File: src/jtx_defines.svh
// constants for the serial link transmitter: characters, counts, timing, mode fields
`ifndef JTX_DEFINES_SVH
`define JTX_DEFINES_SVH

// clock and timing
`define CLK_PERIOD_NS 10
`define SYNC_MIN_LOW_NS 90

// control characters (octet value before line encoding)
`define K28_0 8'h1C
`define K28_3 8'h7C
`define K28_4 8'h9C
`define K28_5 8'hBC
`define K28_7 8'hFC

// framing counts
`define ILAS_LAST_MF 2'h3
`define BLOCK_OCTETS 8'h08
`define MB_BLOCKS 9'h020

// legal frames-per-multiframe window, as K*F and K
`define KF_MIN 17'h00011
`define KF_MAX 17'h00400
`define K_MAX 9'h100

// mode select fields
`define MODE_ENC_BIT 4

// scrambler seed, taps and sync header
`define SCRAMBLE_SEED 58'h000000000007F80
`define SCR8_TAP_A 13
`define SCR8_TAP_B 14
`define SCR66_TAP_A 38
`define SCR66_TAP_B 57
`define SH_DATA 2'h1

`endif

File: src/jtx_pkg.sv
// types shared by the link transmitter modules
package jtx_pkg;

  // link bring-up states, one-hot
  typedef enum logic [3:0] {
    ST_CGS       = 4'b0001,
    ST_WAIT_LMFC = 4'b0010,
    ST_ILAS      = 4'b0100,
    ST_DATA      = 4'b1000
  } link_state_t;

endpackage

File: src/jtx_scr_if.sv
// octet path between the link controller and the lane scramblers
`timescale 1ns/1ps
`default_nettype none
interface jtx_scr_if #(parameter int LANES = 4) ();
  logic [LANES*8-1:0] din;
  logic [LANES*8-1:0] dout;
  logic adv;
  logic bypass;
  logic enc66;
  modport link (output din, output adv, output bypass, output enc66, input dout);
  modport scr (input din, input adv, input bypass, input enc66, output dout);
endinterface
`default_nettype wire

File: src/jtx_scrambler.sv
// per-lane self-synchronous scramblers for both line encodings
`timescale 1ns/1ps
`default_nettype none
`include "jtx_defines.svh"
module jtx_scrambler #(
  parameter int LANES = 4
) (
  // clock and reset
  input wire logic i_core_clk,
  input wire logic i_srst,
  // octet path
  jtx_scr_if.scr scr_port
);

  typedef struct packed {
    logic [LANES-1:0][57:0] lfsr;
  } scr_st_t;

  scr_st_t st;
  scr_st_t next_st;

  // scramble one octet msb first, returns {new state, octet}
  function automatic logic [65:0] scr_step(input logic [57:0] s, input logic [7:0] d,
                                           input logic enc66);
    logic [57:0] t;
    logic [7:0] o;
    logic b;
    t = s;
    o = 8'h00;
    for (int i = 7; i >= 0; i--) begin
      b = d[i] ^ (enc66 ? (t[`SCR66_TAP_A] ^ t[`SCR66_TAP_B])
                        : (t[`SCR8_TAP_A] ^ t[`SCR8_TAP_B])); // RULE21
      o[i] = b;
      t = {t[56:0], b};
    end
    return {t, o};
  endfunction

  // scramble before encoding, state advances only on data
  always_comb begin
    logic [65:0] r;
    r = 66'h0;
    next_st = st;
    for (int l = 0; l < LANES; l++) begin
      r = scr_step(st.lfsr[l], scr_port.din[l*8 +: 8], scr_port.enc66); // RULE19
      scr_port.dout[l*8 +: 8] = scr_port.bypass ? scr_port.din[l*8 +: 8] : r[7:0];
      if (scr_port.adv && !scr_port.bypass) begin
        next_st.lfsr[l] = r[65:8];
      end
    end
  end

  always_ff @(posedge i_core_clk) begin
    if (i_srst) begin
      st <= {LANES{`SCRAMBLE_SEED}};
    end else begin
      st <= next_st;
    end
  end
endmodule // jtx_scrambler
`default_nettype wire

File: src/jtx_skid_buf.sv
// small valid/ready buffer in front of the lane mapper
`timescale 1ns/1ps
`default_nettype none
module jtx_skid_buf #(
  parameter int WIDTH = 32,
  parameter int DEPTH = 2
) (
  // clock and reset
  input wire logic i_core_clk,
  input wire logic i_srst,
  // fill side
  input wire logic i_valid,
  input wire logic [WIDTH-1:0] i_data,
  output logic o_ready,
  // drain side
  output logic o_valid,
  output logic [WIDTH-1:0] o_data,
  input wire logic i_ready
);

  localparam int AW = (DEPTH > 1) ? $clog2(DEPTH) : 1;
  localparam int CW = $clog2(DEPTH + 1);

  typedef struct packed {
    logic [DEPTH-1:0][WIDTH-1:0] mem;
    logic [AW-1:0] wp;
    logic [AW-1:0] rp;
    logic [CW-1:0] cnt;
    logic rdy;
    logic vld;
  } fifo_st_t;

  fifo_st_t st;
  fifo_st_t next_st;

  // push, pop and flag update
  always_comb begin
    logic push;
    logic pop;
    push = i_valid && st.rdy;
    pop = st.vld && i_ready;
    next_st = st;
    if (push) begin
      next_st.mem[st.wp] = i_data;
      next_st.wp = st.wp + AW'(1);
    end
    if (pop) begin
      next_st.rp = st.rp + AW'(1);
    end
    next_st.cnt = st.cnt + CW'(push) - CW'(pop);
    next_st.rdy = next_st.cnt != CW'(DEPTH);
    next_st.vld = next_st.cnt != CW'(0);
  end

  always_ff @(posedge i_core_clk) begin
    if (i_srst) begin
      st <= '0;
      st.rdy <= 1'b1;
    end else begin
      st <= next_st;
    end
  end

  assign o_ready = st.rdy;
  assign o_valid = st.vld;
  assign o_data = st.mem[st.rp];
endmodule // jtx_skid_buf
`default_nettype wire

File: src/jtx_link_tx.sv
// serial link transmitter: lane mapping, framing, scrambling and bring-up
// Summary of operation
// [RULE1] lanes use either 8b/10b or 64b/66b framing, picked by mode select
// [RULE2] 8b/10b output keeps the older revision's characters and sequence
// [RULE3] up to four lanes may carry data to lower each lane's rate
// [RULE4] 64b/66b block alignment comes from sync headers, not the sync pin
// [RULE5] sync pin low in 8b/10b starts code group synchronisation
// [RULE6] in 64b/66b the sync pin is ignored except as oscillator sync
// [RULE7] a sysref edge resets the multiframe or extended multiblock counters
// [RULE8] one device clock runs all framing logic and the serializer feed
// [RULE9] optional forward error correction is available in 64b/66b mode
// [RULE10] no 64b/80b layer, no command channel, no three-bit crc
// [RULE11] subclass 1 transmitter, also usable by subclass 0 receivers
// [RULE12] lanes of one link stay aligned; no multipoint alignment
// [RULE13] sync pin timing works for both older signalling conventions
// [RULE14] samples travel as octets, F octets a frame, frames over L lanes
// [RULE15] N-bit samples sent as N' fields, M converters, S samples each
// [RULE16] one mode select setting fixes the lane and frame parameters; here it sets lanes and encoding only, F and K are separate inputs
// [RULE17] frames group into multiframes, or blocks and multiblocks
// [RULE18] scrambling optional in 8b/10b, always on in 64b/66b
// [RULE19] scramble octets before 10-bit coding, blocks before sync header
// [RULE20] the lane alignment sequence is never scrambled
// [RULE21] each encoding uses its own published scrambler polynomial
// [RULE22] the receiver locks its descrambler without any seed exchange
// [RULE23] while sync is low every lane sends comma characters
// [RULE24] after sync rises, alignment starts at the next multiframe edge
// [RULE25] alignment spans four multiframes, each opening K28.0, closing K28.3
// [RULE26] frames per multiframe lies between ceil(17/F) and min(256, 1024/F)
// [RULE27] each scrambled 64-bit block gets a two-bit sync header
`timescale 1ns/1ps
`default_nettype none
`include "jtx_defines.svh"
module jtx_link_tx #(
  parameter int LANES = 4
) (
  // clock and reset
  input wire logic i_core_clk,
  input wire logic i_srst,
  // pins from the receiver and the clock tree
  input wire logic i_link_sync_request_pin_n,
  input wire logic i_sysref,
  // configuration
  input wire logic [4:0] i_transport_mode_select,
  input wire logic i_scramble_enable,
  input wire logic i_fec_enable,
  input wire logic i_sync_is_osc_sync,
  input wire logic [7:0] i_frame_octets,
  input wire logic [8:0] i_frames_per_mf,
  input wire logic [5:0] i_mb_per_emb,
  // sample octets, already packed into frames
  input wire logic i_smp_valid,
  input wire logic [LANES*8-1:0] i_smp_data,
  output logic o_smp_ready,
  // lane outputs to the serializers
  output logic o_tx_valid,
  output logic [LANES*8-1:0] o_tx_octets,
  output logic [LANES-1:0] o_tx_is_k,
  output logic [LANES*2-1:0] o_tx_sh,
  output logic o_tx_block_start,
  output logic [LANES-1:0] o_lanes_active,
  // status
  output logic [3:0] o_link_state,
  output logic o_lmfc_edge,
  output logic o_osc_sync,
  output logic o_cfg_error
);

  localparam int SYNC_MIN_CYC = (`SYNC_MIN_LOW_NS + `CLK_PERIOD_NS - 1) / `CLK_PERIOD_NS;

  typedef struct packed {
    logic sync_m;
    logic sync_s;
    logic sync_d;
    logic sref_m;
    logic sref_s;
    logic sref_d;
    logic enc_d;
    jtx_pkg::link_state_t state;
    logic [7:0] oct;
    logic [8:0] frm;
    logic [5:0] emb;
    logic [1:0] ilas_mf;
    logic [7:0] low_cnt;
    logic [LANES-1:0][7:0] prev_last;
    logic [LANES-1:0] fec_par;
    logic tx_valid;
    logic [LANES-1:0][7:0] tx_oct;
    logic [LANES-1:0] tx_k;
    logic [LANES-1:0][1:0] tx_sh;
    logic blk_start;
    logic [LANES-1:0] lanes_act;
    logic lmfc_edge;
    logic osc_sync;
    logic cfg_err;
  } link_st_t;

  link_st_t st;
  link_st_t next_st;

  logic buf_vld;
  logic [LANES*8-1:0] buf_data;
  logic buf_rdy;
  logic enc66;

  jtx_scr_if #(.LANES(LANES)) scr_bus ();

  // number of lanes in use for a mode select setting
  function automatic logic [2:0] lane_num(input logic [1:0] sel);
    logic [2:0] n;
    case (sel)
      2'h0: n = 3'h1;
      2'h1: n = 3'h2;
      default: n = 3'h4;
    endcase
    if (n > 3'(LANES)) begin
      n = 3'(LANES);
    end
    return n;
  endfunction

  // alignment sequence character for a position, {is_k, octet}
  function automatic logic [8:0] ilas_char(input logic [1:0] mf, input logic [7:0] oct,
                                           input logic [8:0] frm, input logic last,
                                           input logic [7:0] f, input logic [8:0] k,
                                           input logic [2:0] nl);
    logic [8:0] c;
    c = {1'b0, oct};
    if (oct == 8'h00 && frm == 9'h000) begin
      c = {1'b1, `K28_0};
    end else if (last) begin
      c = {1'b1, `K28_3};
    end else if (mf == 2'h1 && frm == 9'h000) begin
      case (oct)
        8'h01: c = {1'b1, `K28_4};
        8'h02: c = {1'b0, 5'h00, nl - 3'h1};
        8'h03: c = {1'b0, f - 8'h01};
        8'h04: c = {1'b0, k[7:0] - 8'h01};
        default: c = {1'b0, oct};
      endcase
    end
    return c;
  endfunction

  assign enc66 = i_transport_mode_select[`MODE_ENC_BIT]; // RULE1 RULE16

  // input buffer: drained only once data flows, so bring-up stalls the source
  jtx_skid_buf #(.WIDTH(LANES*8), .DEPTH(2)) u_buf (
    .i_core_clk(i_core_clk),
    .i_srst(i_srst),
    .i_valid(i_smp_valid),
    .i_data(i_smp_data), // RULE14 RULE15
    .o_ready(buf_rdy),
    .o_valid(buf_vld),
    .o_data(buf_data),
    .i_ready(st.state == jtx_pkg::ST_DATA)
  );

  // scrambler feed: data only, alignment characters bypass it
  assign scr_bus.din = buf_vld ? buf_data : '0;
  assign scr_bus.adv = st.state == jtx_pkg::ST_DATA; // RULE20
  assign scr_bus.bypass = !(enc66 || i_scramble_enable); // RULE18
  assign scr_bus.enc66 = enc66; // RULE21

  jtx_scrambler #(.LANES(LANES)) u_scr (
    .i_core_clk(i_core_clk),
    .i_srst(i_srst),
    .scr_port(scr_bus.scr)
  );

  // framing counters, bring-up sequencer and lane character selection
  always_comb begin
    logic [7:0] oct_lim;
    logic [8:0] frm_lim;
    logic [5:0] emb_lim;
    logic oct_last;
    logic frm_last;
    logic mf_last;
    logic sref_rise;
    logic resync;
    logic [2:0] nl;
    logic [16:0] kf;
    logic [7:0] d;
    logic [7:0] s;
    logic [8:0] ic;
    oct_lim = enc66 ? `BLOCK_OCTETS : ((i_frame_octets == 8'h00) ? 8'h01 : i_frame_octets);
    frm_lim = enc66 ? `MB_BLOCKS : ((i_frames_per_mf == 9'h000) ? 9'h001 : i_frames_per_mf);
    emb_lim = (enc66 && i_mb_per_emb != 6'h00) ? i_mb_per_emb : 6'h01;
    oct_last = st.oct >= oct_lim - 8'h01;
    frm_last = st.frm >= frm_lim - 9'h001;
    mf_last = oct_last && frm_last && (st.emb >= emb_lim - 6'h01); // RULE17
    sref_rise = st.sref_s && !st.sref_d;
    nl = lane_num(i_transport_mode_select[1:0]); // RULE3 RULE16
    kf = 17'(i_frames_per_mf) * 17'(i_frame_octets);
    d = 8'h00;
    s = 8'h00;
    ic = 9'h000;
    next_st = st;
    // two-flop synchronisers for the pins
    next_st.sync_m = i_link_sync_request_pin_n;
    next_st.sync_s = st.sync_m;
    next_st.sync_d = st.sync_s;
    next_st.sref_m = i_sysref;
    next_st.sref_s = st.sref_m;
    next_st.sref_d = st.sref_s;
    next_st.enc_d = enc66;
    // one counter set for all lanes keeps them aligned
    if (sref_rise) begin // RULE7 RULE11 RULE12
      next_st.oct = 8'h00;
      next_st.frm = 9'h000;
      next_st.emb = 6'h00;
    end else if (oct_last) begin
      next_st.oct = 8'h00;
      if (frm_last) begin
        next_st.frm = 9'h000;
        next_st.emb = mf_last ? 6'h00 : st.emb + 6'h01;
      end else begin
        next_st.frm = st.frm + 9'h001;
      end
    end else begin
      next_st.oct = st.oct + 8'h01;
    end
    // only a long low counts as a resync request, short error pulses pass
    if (!st.sync_s && st.low_cnt != 8'hFF) begin // RULE13
      next_st.low_cnt = st.low_cnt + 8'h01;
    end else if (st.sync_s) begin
      next_st.low_cnt = 8'h00;
    end
    resync = !st.sync_s && st.low_cnt >= 8'(SYNC_MIN_CYC); // RULE5 RULE13
    if (enc66) begin
      next_st.state = jtx_pkg::ST_DATA; // RULE4 RULE6
    end else if (st.enc_d) begin
      next_st.state = jtx_pkg::ST_CGS;
    end else begin
      case (st.state)
        jtx_pkg::ST_CGS: begin
          if (st.sync_s && !st.sync_d) begin // RULE24
            next_st.state = jtx_pkg::ST_WAIT_LMFC;
          end
        end
        jtx_pkg::ST_WAIT_LMFC: begin
          if (resync) begin
            next_st.state = jtx_pkg::ST_CGS;
          end else if (mf_last && !sref_rise) begin // RULE24
            next_st.state = jtx_pkg::ST_ILAS;
            next_st.ilas_mf = 2'h0;
          end
        end
        jtx_pkg::ST_ILAS: begin
          if (resync) begin
            next_st.state = jtx_pkg::ST_CGS;
          end else if (mf_last) begin
            if (st.ilas_mf == `ILAS_LAST_MF) begin // RULE25
              next_st.state = jtx_pkg::ST_DATA;
            end else begin
              next_st.ilas_mf = st.ilas_mf + 2'h1;
            end
          end
        end
        jtx_pkg::ST_DATA: begin
          if (resync) begin
            next_st.state = jtx_pkg::ST_CGS;
          end
        end
        default: next_st.state = jtx_pkg::ST_CGS;
      endcase
    end
    // per-lane character selection
    next_st.tx_valid = 1'b1;
    next_st.blk_start = enc66 && st.oct == 8'h00 && st.state == jtx_pkg::ST_DATA; // RULE4
    for (int l = 0; l < LANES; l++) begin
      next_st.lanes_act[l] = 3'(l) < nl;
      next_st.tx_oct[l] = 8'h00;
      next_st.tx_k[l] = 1'b0;
      next_st.tx_sh[l] = 2'h0;
      d = scr_bus.din[l*8 +: 8];
      s = scr_bus.dout[l*8 +: 8];
      if (3'(l) < nl) begin
        case (st.state)
          jtx_pkg::ST_CGS, jtx_pkg::ST_WAIT_LMFC: begin
            next_st.tx_oct[l] = `K28_5; // RULE23 RULE2
            next_st.tx_k[l] = 1'b1;
          end
          jtx_pkg::ST_ILAS: begin
            ic = ilas_char(st.ilas_mf, st.oct, st.frm, mf_last, oct_lim, frm_lim, nl); // RULE25
            next_st.tx_oct[l] = ic[7:0];
            next_st.tx_k[l] = ic[8];
          end
          jtx_pkg::ST_DATA: begin
            next_st.tx_oct[l] = s; // RULE19
            if (enc66) begin
              // header carries data marker, or the running parity for error correction
              next_st.fec_par[l] = st.fec_par[l] ^ (^s); // RULE9
              if (st.oct == 8'h00) begin
                next_st.tx_sh[l] = i_fec_enable ? {!st.fec_par[l], st.fec_par[l]}
                                                : `SH_DATA; // RULE27 RULE10
              end
            end else if (oct_last) begin
              // end-of-frame alignment characters for link monitoring
              if (!scr_bus.bypass) begin
                next_st.tx_k[l] = (mf_last && s == `K28_3) || s == `K28_7;
              end else if (d == st.prev_last[l]) begin
                next_st.tx_oct[l] = mf_last ? `K28_3 : `K28_7;
                next_st.tx_k[l] = 1'b1;
              end
              next_st.prev_last[l] = d;
            end
          end
          default: next_st.tx_oct[l] = 8'h00;
        endcase
      end
    end
    next_st.lmfc_edge = mf_last;
    next_st.osc_sync = enc66 && i_sync_is_osc_sync && st.sync_d && !st.sync_s; // RULE6
    next_st.cfg_err = !(kf >= `KF_MIN && kf <= `KF_MAX && i_frames_per_mf <= `K_MAX &&
                        i_frames_per_mf != 9'h000); // RULE26
  end

  // every state and output lives on the device clock
  always_ff @(posedge i_core_clk) begin // RULE8
    if (i_srst) begin
      st <= '0;
      st.sync_m <= 1'b1;
      st.sync_s <= 1'b1;
      st.sync_d <= 1'b1;
      st.state <= jtx_pkg::ST_CGS;
    end else begin
      st <= next_st;
    end
  end

  // outputs straight from the state register
  assign o_smp_ready = buf_rdy;
  assign o_tx_valid = st.tx_valid;
  assign o_tx_octets = st.tx_oct;
  assign o_tx_is_k = st.tx_k;
  assign o_tx_sh = st.tx_sh;
  assign o_tx_block_start = st.blk_start;
  assign o_lanes_active = st.lanes_act;
  assign o_link_state = st.state;
  assign o_lmfc_edge = st.lmfc_edge;
  assign o_osc_sync = st.osc_sync;
  assign o_cfg_error = st.cfg_err;
endmodule // jtx_link_tx
`default_nettype wire

File: config.mk
export PLATFORM = sky130hd
export DESIGN_NAME = jtx_link_tx
export DESIGN_NICKNAME = d
export VERILOG_FILES = /design/src/jtx_pkg.sv /design/src/jtx_scr_if.sv /design/src/jtx_scrambler.sv /design/src/jtx_skid_buf.sv /design/src/jtx_link_tx.sv
export VERILOG_INCLUDE_DIRS = /design/src
export SDC_FILE = /design/constraint.sdc
export NUM_CORES = 1
export LEC_CHECK = 0
export BUFFER_PORTS_ARGS = -buffer_cell sky130_fd_sc_hd__buf_4
export CAP_MARGIN = 20
export CORE_MARGIN = 8
export CORE_UTILIZATION = 34
export CTS_CLUSTER_DIAMETER = 100
export CTS_CLUSTER_SIZE = 25
export DETAILED_ROUTE_END_ITERATION = 16
export SETUP_SLACK_MARGIN = 0.3
export SYNTH_ARGS = -nofsm -noshare
export SYNTH_HDL_FRONTEND = slang
export SYNTH_SLANG_ARGS = --single-unit
File: constraint.sdc
create_clock -name i_core_clk -period 5.5 [get_ports i_core_clk]
set_clock_uncertainty 0.2 [all_clocks]
set_input_delay 0.825 -clock i_core_clk [delete_from_list [all_inputs] [get_ports i_core_clk]]
set_output_delay 0.825 -clock i_core_clk [all_outputs]
set_load 0.01 [all_outputs]
==> flow_results.org <==
** Outcome
- The run finished with clean final reports.

** Finish
- Most common library cell in the layout ignoring fill and taps :: nand2_1
- 0 antenna diodes ended up in the layout.
- Area delta synth->final :: 9.10%
- Registers take 0.00871 mm2.
- The layout has 6882 filler cells.
- Multi-input gate area in the final layout :: 0.0124 mm2
- Of the cells placed in the final design, the portion with a size suffix greater than 1 is 0.100.
- Commonest cells after routing, fill and taps aside :: nand2_1, dfxtp_1, a21oi_1
- Number of standard cells in the final layout excluding fillers :: 3642
- Final Net Count :: 2986
- After routing the design area is 0.0245 mm2.

** Critical path
- Start-to-end type of the worst setup path :: input port to flip-flop
- Register-to-register setup slack :: 1930 ps
- Element type at the critical path start :: input port
- CP max FO :: 4
- Data on the critical path is required at its endpoint by 5680 ps.
- The worst setup path is captured at a flip-flop.
- For the worst setup path, the data arrival time is 5120 ps.

** Die
- DIE AREA :: 0.0744 mm2
- For this design the top-level I/O count stands at 126.
- For this configuration, the core starts out at a cell density of 0.342.
- Total number of placement rows :: 94
- Core ar. :: 0.0655 mm2
- The floorplan step set the die height to 273 um.
- The die is 273 um wide.

** Routing
- For this block, wires on met1 add up to 27.1 mm.
- Number of vias per cell after detailed routing :: 4.90
- The detailed router finished its first iteration with 1268 violations.
- Top routing layer used :: met4
- After detailed routing, the met2 layer carries 25.5 mm of wire.
- Detailed Routing Iterations Pass 1 :: 6
- After detailed routing, the total wire length is 56.6 mm.
- Summed over all nets, wire length on met3 after detailed routing comes to 2.87 mm.
- DRC violations left :: 0
- In the final routed layout, each cell accounts on average for 15.5 um.
- Once detail routing completed, the nets flagged for antenna violations numbered 0.
- The routed layout has 17900 vias.

** Pwr
- Switching power summed over all nets :: 0.00208 W
- Power density relative to cell area :: 276 mW/mm2
- Of the total power, the share spent switching nets is 0.309.
- IR analysis of the VDD net gives a maximum drop of 0.192 mV.
- Fraction of power consumed by combinational cells :: 0.253
- Overall power consumption after layout is estimated at 0.00674 W.
- LEAKAGE :: 9.19 nW
- Internal Dissipation :: 0.00466 W
- Clock Power Share :: 0.254
- The share of total power dissipated in sequential elements is 0.493.

** Run
- Max_cap viols :: 0

** Synth
- Netlist Area Pre-Place :: 0.0224 mm2
- In the synthesized netlist, the number of instances is 2793.
- Distinct cell type count of the synthesized netlist :: 80
- Counting every net in the synthesized netlist gives 3002.
- Simple-gate share of the synthesized area :: 0.218
- Of the total synthesized cell area, the portion taken by full adders, half adders and majority gates is 0.0927.
- Compound-gate portion of the synthesized area :: 0.137
- In this run the mean area of a mapped cell was 8.03 um2.
- Xor/xnor cell area share of the yosys netlist :: 0.0828
- Number of warnings printed during yosys synthesis :: 0
- The share of the Yosys chip area taken by registers is 0.388.
- Number of storage elements in the synthesis netlist :: 435
- Combinational family with the most area after synthesis :: simple AND/OR/NAND/NOR gates
- Number of enable-type register cells in the synthesized netlist :: 0
- The portion of synthesized area spent on multiplexers is 0.0200.
- For this run, the leading register cell type out of synthesis is dfxtp_1.
- Share of flip-flops with an asynchronous set or reset after synthesis :: 0

** Clock tree
- The number of clock buffers added by TritonCTS is 21.
- CTS saw 435 sinks.
- Clock-pin slew was measured on the worst setup and hold paths at 90 ps.
- Total number of H-tree levels :: 1
- The cell sitting at the root of the clock tree is a clkbuf_16.
- The clock reaches the later pin of the worst-skew pair after 560 ps.
- Counting along the longest clock path gives a buffer depth of 3.
- Setup bufs post-CTS :: 0
- TritonCTS built the clock tree.

** Hold path
- In this run the worst hold path is classified as flip-flop to flip-flop.

** GRT
- Summed over all layers, the global routing overflow is 0.
- First-pass GRT wire length :: 91.4 mm
- Vias in the first global route :: 16800
- Entering global routing, the biggest net connects 210 pins.
- The initial antenna violation count was 1.
- In the global route stage, overall resource usage came out at 0.148.

** STA
- Maximum achievable frequency :: 203 MHz
- Final setup violating endpoints :: 0
- Fin. max-slew vios :: 0
- Subtracting the final worst setup slack from the clock period gives 4930 ps.
- Final Hold Vio Count :: 0
- Worst-Margin Slew :: 927 ps
- Unrepaired setup endpoints after global routing :: no
- Worst slew margin relative to its limit :: 0.382
- Dividing the final minimum period by the clock period gives 0.897.

** Placed design
- At the end of routability-driven placement, the weighted congestion stood at 0.872.
- The count of buffers added on input and output ports is 123.
- Area after DPL :: 0.0239 mm2
- Summed over all nets, the half-perimeter wirelength after detailed placement is 40.5 mm.
- Counting tap cells, the placed design contains a total of 3616 instances.
[metrics by stage]
stage	TNS, ps	utilization	setup WS, ps	hold WS [ps]
finish	0	0.373	566	218
global route	0	0.373	307	229
detailed placement	-6.35	0.364	-6.35	196
global placement	0	0.364	11.7	193
floorplan	0	-	302	189
CTS	0	0.373	566	220
[power groups by stage]
stage,Clock [W],Sequential (W),Combinational (W)
2_1_floorplan,0,0.00336,0.00126
3_3_place_gp,0,0.00341,0.00167
3_5_place_dp,0,0.00341,0.00167
4_1_cts,0.00178,0.00334,0.00168
5_1_grt,0.00189,0.00334,0.00193
6_report,0.00171,0.00332,0.00171
[worst max-delay path, stage by stage]
cell	delay, ps
buf_4	130
and2_1	170
fa_1	500
fa_1	550
fa_1	560
inv_1	60
fa_1	530
inv_1	40
ha_1	330
a2111oi_1	360
o21ai_0	180
a31oi_1	200
nor2_1	70
o21ai_0	230
a21oi_1	130
xnor2_1	150
a41oi_1	100
[sequential cells by signal (all words and copies together), names as in the netlist]
signal / cells
o_link_state: 4
o_tx_sh: 8
u_buf.o_valid: 1
u_buf.st: 68
o_tx_valid: 1
o_tx_block_start: 1
o_tx_octets: 32
st: 72
next_st: 4
u_scr.st: 232
o_lmfc_edge: 1
o_tx_is_k: 4
o_cfg_error: 1
o_osc_sync: 1
o_lanes_active: 4
u_buf.o_ready: 1
[routing by layer]
| layer | global-route usage | vias up |
|---|---|---|
| met5 | 0 | - |
| met4 | 0.0339 | 0 |
| met3 | 0.0219 | 65 |
| met2 | 0.235 | 336 |
| met1 | 0.210 | 8365 |
| li1 | - | 9094 |
[cell type report]
type,instances,area share
clock buffers,21,0.0215
clock inverters,3,0.00113
inverters,83,0.0127
multi-input cells,2058,0.508
flip-flops and latches,435,0.356
well taps,864,0.0442
repair buffers,178,0.0568
[cell usage after synthesis (10+ instances only)]
cell type	n	area [um2]
a211oi_1	31	233
a21o_1	11	82.6
a21oi_1	346	1730
a31oi_1	19	119
and2_1	65	407
and3_1	13	81.3
buf_1	15	56.3
buf_4	53	398
clkbuf_1	142	533
dfxtp_1	435	8710
fa_1	42	841
ha_1	99	1240
inv_1	81	304
mux2_2	29	327
nand2_1	631	2370
nand2b_1	10	62.6
nand3_1	63	315
nand4_1	12	75.1
nor2_1	229	860
nor2b_1	12	75.1
nor3_1	32	160
nor4_1	10	62.6
o211ai_1	10	75.1
o21a_1	15	113
o21ai_0	61	305
or3_1	11	68.8
xnor2_1	136	1190
xor2_1	76	666
[final timing paths]
path                            start                         end  cells past startpoint
max                 i_frame_octets[7]      o_cfg_error$_SDFF_PP0_                     17
min           next_st[131]$_SDFF_PP1_     next_st[130]$_SDFF_PP1_                      1
max reg2reg  u_buf.st[4]$_SDFFE_PP0P_  o_tx_octets[23]$_SDFF_PP0_                      9
min reg2reg   next_st[131]$_SDFF_PP1_     next_st[130]$_SDFF_PP1_                      1
[kinds of logic (layout without fill, tap and decap cells)]
| family | Yosys count | after routing |
|---|---|---|
| AND/OR/NAND/NOR | 1128 | 1128 |
| AO/OA/AOI/OAI | 538 | 538 |
| flip-flops | 435 | 435 |
| buffers and inverters | 300 | 285 |
| XOR/XNOR | 212 | 212 |
| adder cells (fa/ha/maj) | 141 | 141 |
| multiplexers | 39 | 39 |
[repair_timing]
| action | in CTS | in global routing |
|---|---|---|
| gates resized for setup | 0 | 6 |
| endpoints found under the setup margin | 0 | 5 |
| hold buffers | 0 | 0 |
Power figures use the tool's default switching activity.
